## src/inc/monitor_sel_consts.vh

```
// constants for the monitor and timing-recovery select block
// assumes an apb master on pclk and strap pins from the board
`ifndef MONITOR_SEL_CONSTS_VH
`define MONITOR_SEL_CONSTS_VH

// register offsets are word indexes: the bus byte address is four times
// the index, so the odd printed offsets stay reachable as aligned words
`define OFF_MON_SEL      12'h00b
`define OFF_TREC_EN      12'h01e
`define OFF_STATUS       12'h020
`define RST_MON_SEL      8'h00
`define RST_TREC_EN      8'h00
`define SEL_W            4
`define SEL_TX_BIT       3
`define CH_ZERO          3'h0
`define INIT_TIME_MS     30
`define CLK_MHZ          100
`define INIT_CYCLES      (`INIT_TIME_MS * 1000 * `CLK_MHZ)
`define REF_REFRESH      8'h20

`endif

```

## src/core/monitor_sel.v

```verilog
// monitor point and timing-recovery channel selection, apb slave
// assumes line datapaths of eight channels and a reference clock pin
//
// The APB register port is this design's own decision.
`timescale 1ns/1ps
`include "monitor_sel_consts.vh"

module monitor_sel #(
	parameter INIT_CYCLES = `INIT_CYCLES
) (
	// apb
	input  wire        pclk,
	input  wire        presetn,
	input  wire        psel,
	input  wire        penable,
	input  wire        pwrite,
	input  wire [11:0] paddr,
	input  wire [31:0] pwdata,
	output reg  [31:0] prdata,
	output reg         pready,
	output reg         pslverr,
	// mode and straps
	input  wire        host_mode,
	input  wire [3:0]  monitor_select_pins,
	input  wire        top_address_pin,
	input  wire        timing_recovery_strap_pin,
	// per channel line signals
	input  wire [7:0]  rx_pos,
	input  wire [7:0]  rx_neg,
	input  wire [7:0]  rx_clk,
	input  wire [7:0]  tx_pos,
	input  wire [7:0]  tx_neg,
	input  wire [7:0]  tx_clk,
	input  wire        ch0_remote_loopback,
	input  wire        ch0_signal_lost,
	input  wire        ref_clk_pin,
	// channel zero outputs
	output reg         recovered_positive_data,
	output reg         recovered_negative_data,
	output reg         recovered_clock,
	output reg         line_driver_out_a,
	output reg         line_driver_out_b,
	output reg  [7:0]  timing_recovery_active,
	output reg         protected_monitor_point,
	output reg         init_busy
);

	// ------------------------------------------------------------
	// local constants
	// ------------------------------------------------------------
	localparam [31:0] INIT_END = INIT_CYCLES;
	localparam [1:0]  REG_NONE = 2'h0;
	localparam [1:0]  REG_MON  = 2'h1;
	localparam [1:0]  REG_TREC = 2'h2;
	localparam [1:0]  REG_STAT = 2'h3;

	// ------------------------------------------------------------
	// control pin synchronisers
	// ------------------------------------------------------------
	// the top address pin is not read: strap mode trusts the board
	// to hold it low, so no decode depends on it
	reg        host_s1_q;
	reg        host_s2_q;
	reg [3:0]  pins_s1_q;
	reg [3:0]  pins_s2_q;
	reg        strap_s1_q;
	reg        strap_s2_q;
	reg        loop_s1_q;
	reg        loop_s2_q;
	reg        lost_s1_q;
	reg        lost_s2_q;
	reg        ref_s1_q;
	reg        ref_s2_q;
	reg        ref_s3_q;

	always @(posedge pclk or negedge presetn) begin
		if (!presetn) begin
			host_s1_q  <= 1'b0;
			host_s2_q  <= 1'b0;
			pins_s1_q  <= 4'h0;
			pins_s2_q  <= 4'h0;
			strap_s1_q <= 1'b0;
			strap_s2_q <= 1'b0;
			loop_s1_q  <= 1'b0;
			loop_s2_q  <= 1'b0;
			lost_s1_q  <= 1'b0;
			lost_s2_q  <= 1'b0;
			ref_s1_q   <= 1'b0;
			ref_s2_q   <= 1'b0;
			ref_s3_q   <= 1'b0;
		end else begin
			host_s1_q  <= host_mode;
			host_s2_q  <= host_s1_q;
			pins_s1_q  <= monitor_select_pins;
			pins_s2_q  <= pins_s1_q;
			strap_s1_q <= timing_recovery_strap_pin;
			strap_s2_q <= strap_s1_q;
			loop_s1_q  <= ch0_remote_loopback;
			loop_s2_q  <= loop_s1_q;
			lost_s1_q  <= ch0_signal_lost;
			lost_s2_q  <= lost_s1_q;
			ref_s1_q   <= ref_clk_pin;
			ref_s2_q   <= ref_s1_q;
			ref_s3_q   <= ref_s2_q;
		end
	end

	wire       host_s   = host_s2_q;
	wire [3:0] pins_s   = pins_s2_q;
	wire       strap_s  = strap_s2_q;
	wire       loop_s   = loop_s2_q;
	wire       lost_s   = lost_s2_q;
	wire       ref_rise = ref_s2_q & ~ref_s3_q;

	// ------------------------------------------------------------
	// line level synchronisers
	// ------------------------------------------------------------
	// line levels come from framer clocks unrelated to pclk; a level
	// shorter than about one pclk period may be lost on the way
	wire [7:0] rx_pos_s;
	wire [7:0] rx_neg_s;
	wire [7:0] rx_clk_s;
	wire [7:0] tx_pos_s;
	wire [7:0] tx_neg_s;
	wire [7:0] tx_clk_s;

	genvar g;
	generate
		for (g = 0; g < 8; g = g + 1) begin : g_line_sync
			reg rp1_q;
			reg rp2_q;
			reg rn1_q;
			reg rn2_q;
			reg rc1_q;
			reg rc2_q;
			reg tp1_q;
			reg tp2_q;
			reg tn1_q;
			reg tn2_q;
			reg tc1_q;
			reg tc2_q;

			always @(posedge pclk or negedge presetn) begin
				if (!presetn) begin
					rp1_q <= 1'b0;
					rp2_q <= 1'b0;
					rn1_q <= 1'b0;
					rn2_q <= 1'b0;
					rc1_q <= 1'b0;
					rc2_q <= 1'b0;
					tp1_q <= 1'b0;
					tp2_q <= 1'b0;
					tn1_q <= 1'b0;
					tn2_q <= 1'b0;
					tc1_q <= 1'b0;
					tc2_q <= 1'b0;
				end else begin
					rp1_q <= rx_pos[g];
					rp2_q <= rp1_q;
					rn1_q <= rx_neg[g];
					rn2_q <= rn1_q;
					rc1_q <= rx_clk[g];
					rc2_q <= rc1_q;
					tp1_q <= tx_pos[g];
					tp2_q <= tp1_q;
					tn1_q <= tx_neg[g];
					tn2_q <= tn1_q;
					tc1_q <= tx_clk[g];
					tc2_q <= tc1_q;
				end
			end

			assign rx_pos_s[g] = rp2_q;
			assign rx_neg_s[g] = rn2_q;
			assign rx_clk_s[g] = rc2_q;
			assign tx_pos_s[g] = tp2_q;
			assign tx_neg_s[g] = tn2_q;
			assign tx_clk_s[g] = tc2_q;
		end
	endgenerate

	// ------------------------------------------------------------
	// power-up sequence
	// ------------------------------------------------------------
	reg [31:0] init_cnt_q;
	wire       init_done = (init_cnt_q == INIT_END);

	always @(posedge pclk or negedge presetn) begin
		if (!presetn)
			init_cnt_q <= 32'h0000_0000;
		else if (!init_done)
			init_cnt_q <= init_cnt_q + 32'h0000_0001;
	end

	// ------------------------------------------------------------
	// registers
	// ------------------------------------------------------------
	reg [7:0] mon_sel_q;
	reg [7:0] trec_en_q;

	// the word index is the byte address shifted down by two
	function [1:0] decode;
		input [11:0] a;
		reg   [11:0] idx;
		begin
			idx = {2'b00, a[11:2]};
			if (idx == `OFF_MON_SEL)
				decode = REG_MON;
			else if (idx == `OFF_TREC_EN)
				decode = REG_TREC;
			else if (idx == `OFF_STATUS)
				decode = REG_STAT;
			else
				decode = REG_NONE;
		end
	endfunction

	wire       acc     = psel & penable;
	wire       take    = acc & ~pready;
	wire [1:0] sel_reg = decode(paddr);
	wire       bad     = (sel_reg == REG_NONE) || (paddr[1:0] != 2'b00);
	wire       wr_ok   = take & pwrite & ~bad;

	// one wait state: ready rises at the second edge of the access
	always @(posedge pclk or negedge presetn) begin
		if (!presetn) begin
			pready  <= 1'b0;
			pslverr <= 1'b0;
		end else if (!init_done) begin
			// the bus stalls until the power-up sequence ends
			pready  <= 1'b0;
			pslverr <= 1'b0;
		end else begin
			pready  <= take;
			pslverr <= take & bad;
		end
	end

	always @(posedge pclk or negedge presetn) begin
		if (!presetn) begin
			prdata <= 32'h0000_0000;
		end else if (init_done & psel & ~pready) begin
			case (sel_reg)
			REG_MON:  prdata <= {24'h00_0000, mon_sel_q};
			REG_TREC: prdata <= {24'h00_0000, trec_en_q};
			REG_STAT: prdata <= {24'h00_0000, timing_recovery_active};
			default:  prdata <= 32'h0000_0000;
			endcase
		end
	end

	always @(posedge pclk or negedge presetn) begin
		if (!presetn)
			mon_sel_q <= `RST_MON_SEL;
		else if (!init_done)
			mon_sel_q <= `RST_MON_SEL;
		else if (wr_ok && sel_reg == REG_MON)
			mon_sel_q <= {4'h0, pwdata[3:0]};
	end

	always @(posedge pclk or negedge presetn) begin
		if (!presetn)
			trec_en_q <= `RST_TREC_EN;
		else if (!init_done)
			trec_en_q <= `RST_TREC_EN;
		else if (wr_ok && sel_reg == REG_TREC)
			trec_en_q <= pwdata[7:0];
	end

	// ------------------------------------------------------------
	// selection and routing
	// ------------------------------------------------------------
	// picks one channel of the receive or the transmit side
	function pick;
		input [7:0] rx;
		input [7:0] tx;
		input       use_tx;
		input [2:0] c;
		begin
			if (use_tx)
				pick = tx[c];
			else
				pick = rx[c];
		end
	endfunction

	// strap mode trusts the board to hold the top address pin low
	wire [3:0] sel = host_s ? mon_sel_q[3:0] : pins_s;
	wire [2:0] ch  = sel[2:0];
	wire       mon = init_done && (ch != `CH_ZERO);
	wire       txp = sel[`SEL_TX_BIT];

	wire mon_pos = pick(rx_pos_s, tx_pos_s, txp, ch);
	wire mon_neg = pick(rx_neg_s, tx_neg_s, txp, ch);
	wire mon_clk = pick(rx_clk_s, tx_clk_s, txp, ch);

	// the lost-signal clock comes from the reference clock edges
	reg ref_clk_q;
	always @(posedge pclk or negedge presetn) begin
		if (!presetn)
			ref_clk_q <= 1'b0;
		else if (ref_rise)
			ref_clk_q <= ~ref_clk_q;
	end

	wire own_clk = lost_s ? ref_clk_q : rx_clk_s[`CH_ZERO];
	wire own_pos = rx_pos_s[`CH_ZERO];
	wire own_neg = rx_neg_s[`CH_ZERO];

	// ------------------------------------------------------------
	// channel zero outputs
	// ------------------------------------------------------------
	always @(posedge pclk or negedge presetn) begin
		if (!presetn) begin
			recovered_positive_data <= 1'b0;
			recovered_negative_data <= 1'b0;
			recovered_clock         <= 1'b0;
			protected_monitor_point <= 1'b0;
			init_busy               <= 1'b1;
		end else begin
			init_busy               <= ~init_done;
			protected_monitor_point <= mon;
			if (mon) begin
				recovered_positive_data <= mon_pos;
				recovered_negative_data <= mon_neg;
				recovered_clock         <= mon_clk;
			end else begin
				recovered_positive_data <= own_pos;
				recovered_negative_data <= own_neg;
				recovered_clock         <= own_clk;
			end
		end
	end

	// in remote loopback the driver repeats the selected monitor channel, or what channel zero receives when ch is zero
	always @(posedge pclk or negedge presetn) begin
		if (!presetn) begin
			line_driver_out_a <= 1'b0;
			line_driver_out_b <= 1'b0;
		end else if (loop_s) begin
			line_driver_out_a <= mon ? mon_pos : own_pos;
			line_driver_out_b <= mon ? mon_neg : own_neg;
		end else begin
			line_driver_out_a <= tx_pos_s[`CH_ZERO];
			line_driver_out_b <= tx_neg_s[`CH_ZERO];
		end
	end

	always @(posedge pclk or negedge presetn) begin
		if (!presetn)
			timing_recovery_active <= 8'h00;
		else if (!init_done)
			timing_recovery_active <= 8'h00;
		else if (host_s)
			timing_recovery_active <= trec_en_q;
		else
			timing_recovery_active <= {7'h00, strap_s};
	end

endmodule

```

## config.mk

```make
export PLATFORM = sky130hd
export DESIGN_NAME = monitor_sel
export DESIGN_NICKNAME = d
export VERILOG_FILES = /design/src/core/monitor_sel.v
export VERILOG_INCLUDE_DIRS = /design/src /design/src/inc
export SDC_FILE = /design/constraint.sdc
export NUM_CORES = 1
export LEC_CHECK = 0
export ABC_AREA = 0
export BUFFER_PORTS_ARGS = -buffer_cell sky130_fd_sc_hd__clkbuf_2
export CAP_MARGIN = 10
export CORE_MARGIN = 1.5
export CORE_UTILIZATION = 50
export CTS_CLUSTER_DIAMETER = 80
export DETAILED_ROUTE_END_ITERATION = 12
export PLACE_DENSITY = 0.86
export SLEW_MARGIN = 0
export SYNTH_ARGS = -nofsm -noshare
export SYNTH_HDL_FRONTEND = slang
export SYNTH_SLANG_ARGS = --single-unit
```

## constraint.sdc

```tcl
create_clock -name pclk -period 5.2 [get_ports pclk]
set_input_delay 1.3 -clock pclk [delete_from_list [all_inputs] [get_ports pclk]]
set_output_delay 1.3 -clock pclk [all_outputs]
set_load 0.02 [all_outputs]
```

==> results.yml, run 1 <==
global_routing:
  grt_pass1_vias: 4651
  grt-busiest-layer: "met2"
  grt_use_met3: 0.0437
  grt_max_degree: 111
  use_met2: 0.348
  track_usage: 0.199
  grt_pass1_wl_um: 22000
  grt_use_met1: 0.239
  antenna_found_initial: 0
  overflow: 0
routing:
  drt_wl_total_um: 13400
  antenna_left: 0
  routed-via-count: 4475
  drtIter0Drc: 417
  via_per_inst: 5.36
  drcViolationCount: 0
  drtPass1Iterations: 6
  wl_per_cell_um: 16.0
finish:
  antenna_cells: 0
  fin_util: 0.610
  largest_register_ffs: 32
  nNetsFinal: 755
  final_cell_area_mm2: 0.00807
  largest-register: "init_cnt_q"
  synthToLayoutAreaGrowth_pct: 18.5
  drive_above_1_share: 0.231
logic_synthesis:
  yosysSeqAreaShare: 0.680
  yosysTopAreaCellShare: 0.676
  synth_cell_types: 60
  synth_area_leader_cell: "dfrtp_1"
  yosys-top-cells-count: "dfrtp_1 (184), nand2_1 (47), nor2_1 (40), buf_4 (24), mux2i_1 (20)"
  synth_flop_cell: "dfrtp_1"
  synthArstFlopShare: 1.00
  ys_warn_count: 0
  synth_edf_count: 0
  yosys-top-cells-area: "dfrtp_1 (68%), mux2i_1 (2.9%), buf_4 (2.6%), nand2_1 (2.6%), xnor2_1 (2.4%)"
  ys_seq_elements: 185
  netlist_instances: 532
  avgSynthCellArea_um2: 12.8
  syn_area_mm2: 0.00681
  yosysMostFrequentCell: "dfrtp_1"
sta:
  setup_viol: 0
  hold_viol_final: 0
  fin_setup_tns_ns: 0
  clock_skew_ns: 0.00593
  drv_slew: 0
  period_minus_slack_ns: 3.09
  rsz0062_at_grt: "false"
  worst_slew_pin_slew_ns: 1.20
  relSlewSlack: 0.179
  fmax_ghz: 0.323
  finalCritPeriodShare: 0.595
cts:
  cts_tree: "done"
  clk_path_buf_depth: 2
  insertion_delay_ns: 0.42
  cts_num_sinks: 185
  cts-root-buf: "clkbuf_16"
  clkTransAtPathRegs_ns: 0.07
  ctsHoldBuffers: 0
  cts_inserted_buffers: 17
  htreeDepth: 4
  cts.repair.resized: 0
  postCtsSetupBuffers: 0
worst_setup_path:
  cp_max_fo: 24
  reg2reg_depth: 6
  cp.arrival_ns: 3.40
  crit_required_ns: 5.50
  critPathLaunchType: "flop"
  critPathKind: "reg -> reg"
  cp-end-kind: "flop"
placed_design:
  postPlaceCellArea_mm2: 0.00744
  hpwl_um: 9230
  port_buffers: 106
  gp_congestion: 0.972
power_and_ir_drop:
  power_density_mw_per_mm2: 373
  p_leak_uw: 0.00379
  ir_drop_uv: 352
floorplanning:
  core_area_mm2: 0.0132
  placementRows: 42
  dieHeight_um: 120
  io_pins: 156
  die-area_mm2: 0.0143
  initial_utilization: 0.514
  die-width_um: 120
flow_run:
  cap_violations: 0
outcome:
  status: "completed"
worst_hold_path:
  hold_path.class: "reg -> reg"
  hold_depth: 0
## cell usage in the layout, fill, tap and decap left out, drive strengths merged, types with 3 or more instances in the layout
| master | n |
|---|---|
| conb | 24 |
| nand2 | 48 |
| xor2 | 13 |
| a31oi | 3 |
| clkbuf | 124 |
| bufinv | 4 |
| a21oi | 7 |
| a22oi | 4 |
| nor2 | 40 |
| nor4b | 3 |
| clkinv | 4 |
| or3 | 3 |
| nand3 | 16 |
| a222oi | 4 |
| nor4 | 8 |
| inv | 16 |
| a32oi | 3 |
| buf | 4 |
| xnor2 | 19 |
| and3 | 13 |
| nor2b | 7 |
| mux2 | 3 |
| o21ai | 14 |
| o221ai | 3 |
| dfrtp | 184 |
| o22ai | 7 |
| nor3 | 9 |
| nand2b | 8 |
| nand4 | 11 |
| mux2i | 20 |
| or4 | 3 |
## area by class of cell
class,count,area [um^2]
clock buffer,19,443
clock inverter,13,188
fill,1017,5170
inverter,11,41.3
multi-input combinational,322,1990
sequential,185,4630
tap,176,220
timing repair buffer,109,559
## power by group
group | switching [uW] | leakage [uW] | internal [uW]
clock | 527 | 0.000313 | 824
combinational | 88.0 | 0.00119 | 50.0
sequential | 26.8 | 0.00229 | 1490
## layer usage
layer / share of wire / vias to the layer above / wire [um]
li1: - / 2026 / -
met1: 0.39 / 2198 / 5250
met2: 0.52 / 224 / 6960
met3: 0.064 / 27 / 860
met4: 0.021 / 0 / 280
met5: 0 / - / 0
## final timing paths
kind	from	to	slack [ns]
setup / recovery	host_s$_DFF_PN0_	line_driver_out_a$_DFF_PN0_	2.11
hold / removal	g_line_sync[7].rp1_q$_DFF_PN0_	g_line_sync[7].rp2_q$_DFF_PN0_	0.34
setup reg to reg	host_s$_DFF_PN0_	line_driver_out_a$_DFF_PN0_	2.11
hold reg to reg	g_line_sync[7].rp1_q$_DFF_PN0_	g_line_sync[7].rp2_q$_DFF_PN0_	0.34
max in group asynchronous	presetn	init_busy$_DFF_PN1_	3.10
min in group asynchronous	presetn	g_line_sync[7].rp2_q$_DFF_PN0_	0.98
## cell families after synthesis
kind of cell	after synthesis	share of synthesized area
multiplexers	23	0.0349
adder cells (fa/ha/maj)	2	0.00367
AO/OA/AOI/OAI	61	0.0630
buffers and inverters	48	0.0406
other	1	0.000551
AND/OR/NAND/NOR	180	0.136
XOR/XNOR	32	0.0412
flip-flops	185	0.680
## worst max-delay path, cell delays in order (launching register included)
cell,delay (ns)
dfrtp_1,0.83
mux2_2,0.61
a21oi_1,0.12
or4_1,0.60
a31o_1,0.23
o32a_1,0.32
mux2_4,0.27
## through the flow
step | setup WS [ns] | cells | power (uW) | hold WS [ns]
floorplan | 2.11 | 555 | 1610 | 0.331
global placement | 1.90 | 803 | 1670 | 0.334
detailed placement | 1.87 | 803 | 1680 | 0.335
CTS | 2.12 | 835 | 3030 | 0.344
global route | 1.92 | 835 | 3120 | 0.356
finish | 2.11 | 835 | 3010 | 0.344
No activity file was read; power rests on OpenSTA's default activity.
==> run 2: changes to the inputs <==
==> constraint.sdc (replaced) <==
create_clock -name pclk -period 3.15 [get_ports pclk]
set_input_delay 0.7875 -clock pclk [delete_from_list [all_inputs] [get_ports pclk]]
set_output_delay 0.7875 -clock pclk [all_outputs]
set_load 0.02 [all_outputs]
==> run 2 against run 1 <==
Effect of this change:
- first-iteration DRC count decreased by 8.6%
- clock skew rose by 0.0028 ns
- clock-buffer cell count unchanged
- clock power rose by 62%
- final cell count up 0.48%
- die area stayed put
==> results.yml, run 2 (same netlist as run 1, synthesis figures left out) <==
sta:
  finalCritPeriodShare: 0.869
  drv_slew: 0
  fin_setup_tns_ns: 0
  rsz0062_at_grt: "false"
  relSlewSlack: 0.342
  worst_slew_pin_slew_ns: 0.979
  setup_viol: 0
  fmax_ghz: 0.365
  clock_skew_ns: 0.00869
  hold_viol_final: 0
  period_minus_slack_ns: 2.74
floorplanning:
  io_pins: 156
  die-area_mm2: 0.0143
  initial_utilization: 0.514
  die-width_um: 120
  core_area_mm2: 0.0132
  placementRows: 42
  dieHeight_um: 120
placed_design:
  hpwl_um: 9100
  port_buffers: 106
  placed_cells: 806
  gp_congestion: 0.928
worst_setup_path:
  worstReg2RegStart: "init_cnt_q[0]$_DFFE_PN0P_"
  ff2ff_setup_slack_ns: 0.41
  reg2reg_depth: 8
  critPathLaunch: "init_cnt_q[0]$_DFFE_PN0P_"
  cp-end-kind: "flop"
  cp_max_fo: 6
  crit_required_ns: 3.46
  reg2reg_to: "line_driver_out_a$_DFF_PN0_"
  critPathKind: "reg -> reg"
  cp.arrival_ns: 3.05
  critPathLaunchType: "flop"
finish:
  largest_register_ffs: 32
  drive_above_1_share: 0.235
  stdcell_count: 839
  final_common_cell: "dfrtp_1"
  largest-register: "init_cnt_q"
  synthToLayoutAreaGrowth_pct: 19.2
  nNetsFinal: 759
  final_cell_mix: "dfrtp_1 (184), clkbuf_2 (105), nand2_1 (47)"
  final.fill_count: 980
  antenna_cells: 0
routing:
  drt_wl_total_um: 13100
  via_per_inst: 5.24
  drcViolationCount: 0
  drtPass1Iterations: 5
  routed-via-count: 4394
  wl_per_cell_um: 15.6
  antenna_left: 0
  drtIter0Drc: 381
cts:
  insertion_delay_ns: 0.43
  htreeDepth: 4
  postCtsSetupBuffers: 0
  cts_tree: "done"
  cts_num_sinks: 185
  cts-root-buf: "clkbuf_16"
  clkTransAtPathRegs_ns: 0.07
  cts_inserted_buffers: 17
  cts.repair.resized: 0
  clk_path_buf_depth: 2
  ctsHoldBuffers: 0
global_routing:
  grt_pass1_vias: 4510
  track_usage: 0.197
  overflow: 0
  grt-busiest-layer: "met2"
  antenna_found_initial: 0
  grt_max_degree: 65
  grt_use_met1: 0.236
  grt_pass1_wl_um: 21800
  use_met2: 0.344
  grt_use_met3: 0.0452
worst_hold_path:
  hold_path.class: "in -> async"
power_and_ir_drop:
  p_leak_uw: 0.00381
  power_density_mw_per_mm2: 608
  ir_drop_uv: 498
flow_run:
  cap_violations: 0
outcome:
  status: "completed"
run 2: area by class of cell:
| type | count | area [um^2] | area share |
|---|---|---|---|
| clock buffer | 19 | 443 | 0.0546 |
| multi-input combinational | 322 | 1990 | 0.245 |
| inverter | 11 | 41.3 | 0.00509 |
| timing repair buffer | 113 | 614 | 0.0757 |
| clock inverter | 13 | 179 | 0.0220 |
| tap | 176 | 220 | 0.0271 |
| sequential | 185 | 4630 | 0.570 |
run 2: worst max-delay path: stages, from the launching register on:
cell,delay (ns)
dfrtp_1,0.45
inv_1,0.09
ha_1,0.15
nor4b_1,0.27
nand4_1,0.19
or4_1,0.62
a31o_1,0.23
o32a_1,0.34
mux2_4,0.29
run 2: how the worst max path moves through the flow:
stage,slack [ns],cells past startpoint,endpoint
after global routing,0.34,8,line_driver_out_a$_DFF_PN0_
after global placement,0.37,6,trec_en_q[3]$_DFFE_PN0P_
after detailed placement,0.31,6,trec_en_q[2]$_DFFE_PN0P_
after CTS,0.39,8,line_driver_out_a$_DFF_PN0_
after floorplan,0.57,5,trec_en_q[4]$_DFFE_PN0P_
final,0.41,8,line_driver_out_a$_DFF_PN0_
run 2: report_power, final:
group	total, uW	internal [uW]	switching (uW)
Combinational	236	88.3	147
Sequential	2500	2460	39.2
Clock	2190	1290	903
run 2: per-stage QoR:
stage                     utilization  power (uW)  hold WS, ns  setup WS (ns)  instance area (um^2)
after detailed placement        0.565        2780        0.335          0.307                  7490
after floorplan                     -        2660        0.331          0.575                  6900
after global placement          0.565        2770        0.332          0.370                  7490
after global routing            0.613        5110        0.353          0.338                  8120
after CTS                       0.612        4990        0.323          0.385                  8110
final                           0.613        4930        0.320          0.413                  8120
run 2: layer usage:
metal  routed length (um)  vias up
met2                 6870      188
li1                     -     2036
met1                 5220     2136
met5                    0        -
met3                  757       34
met4                  246        0
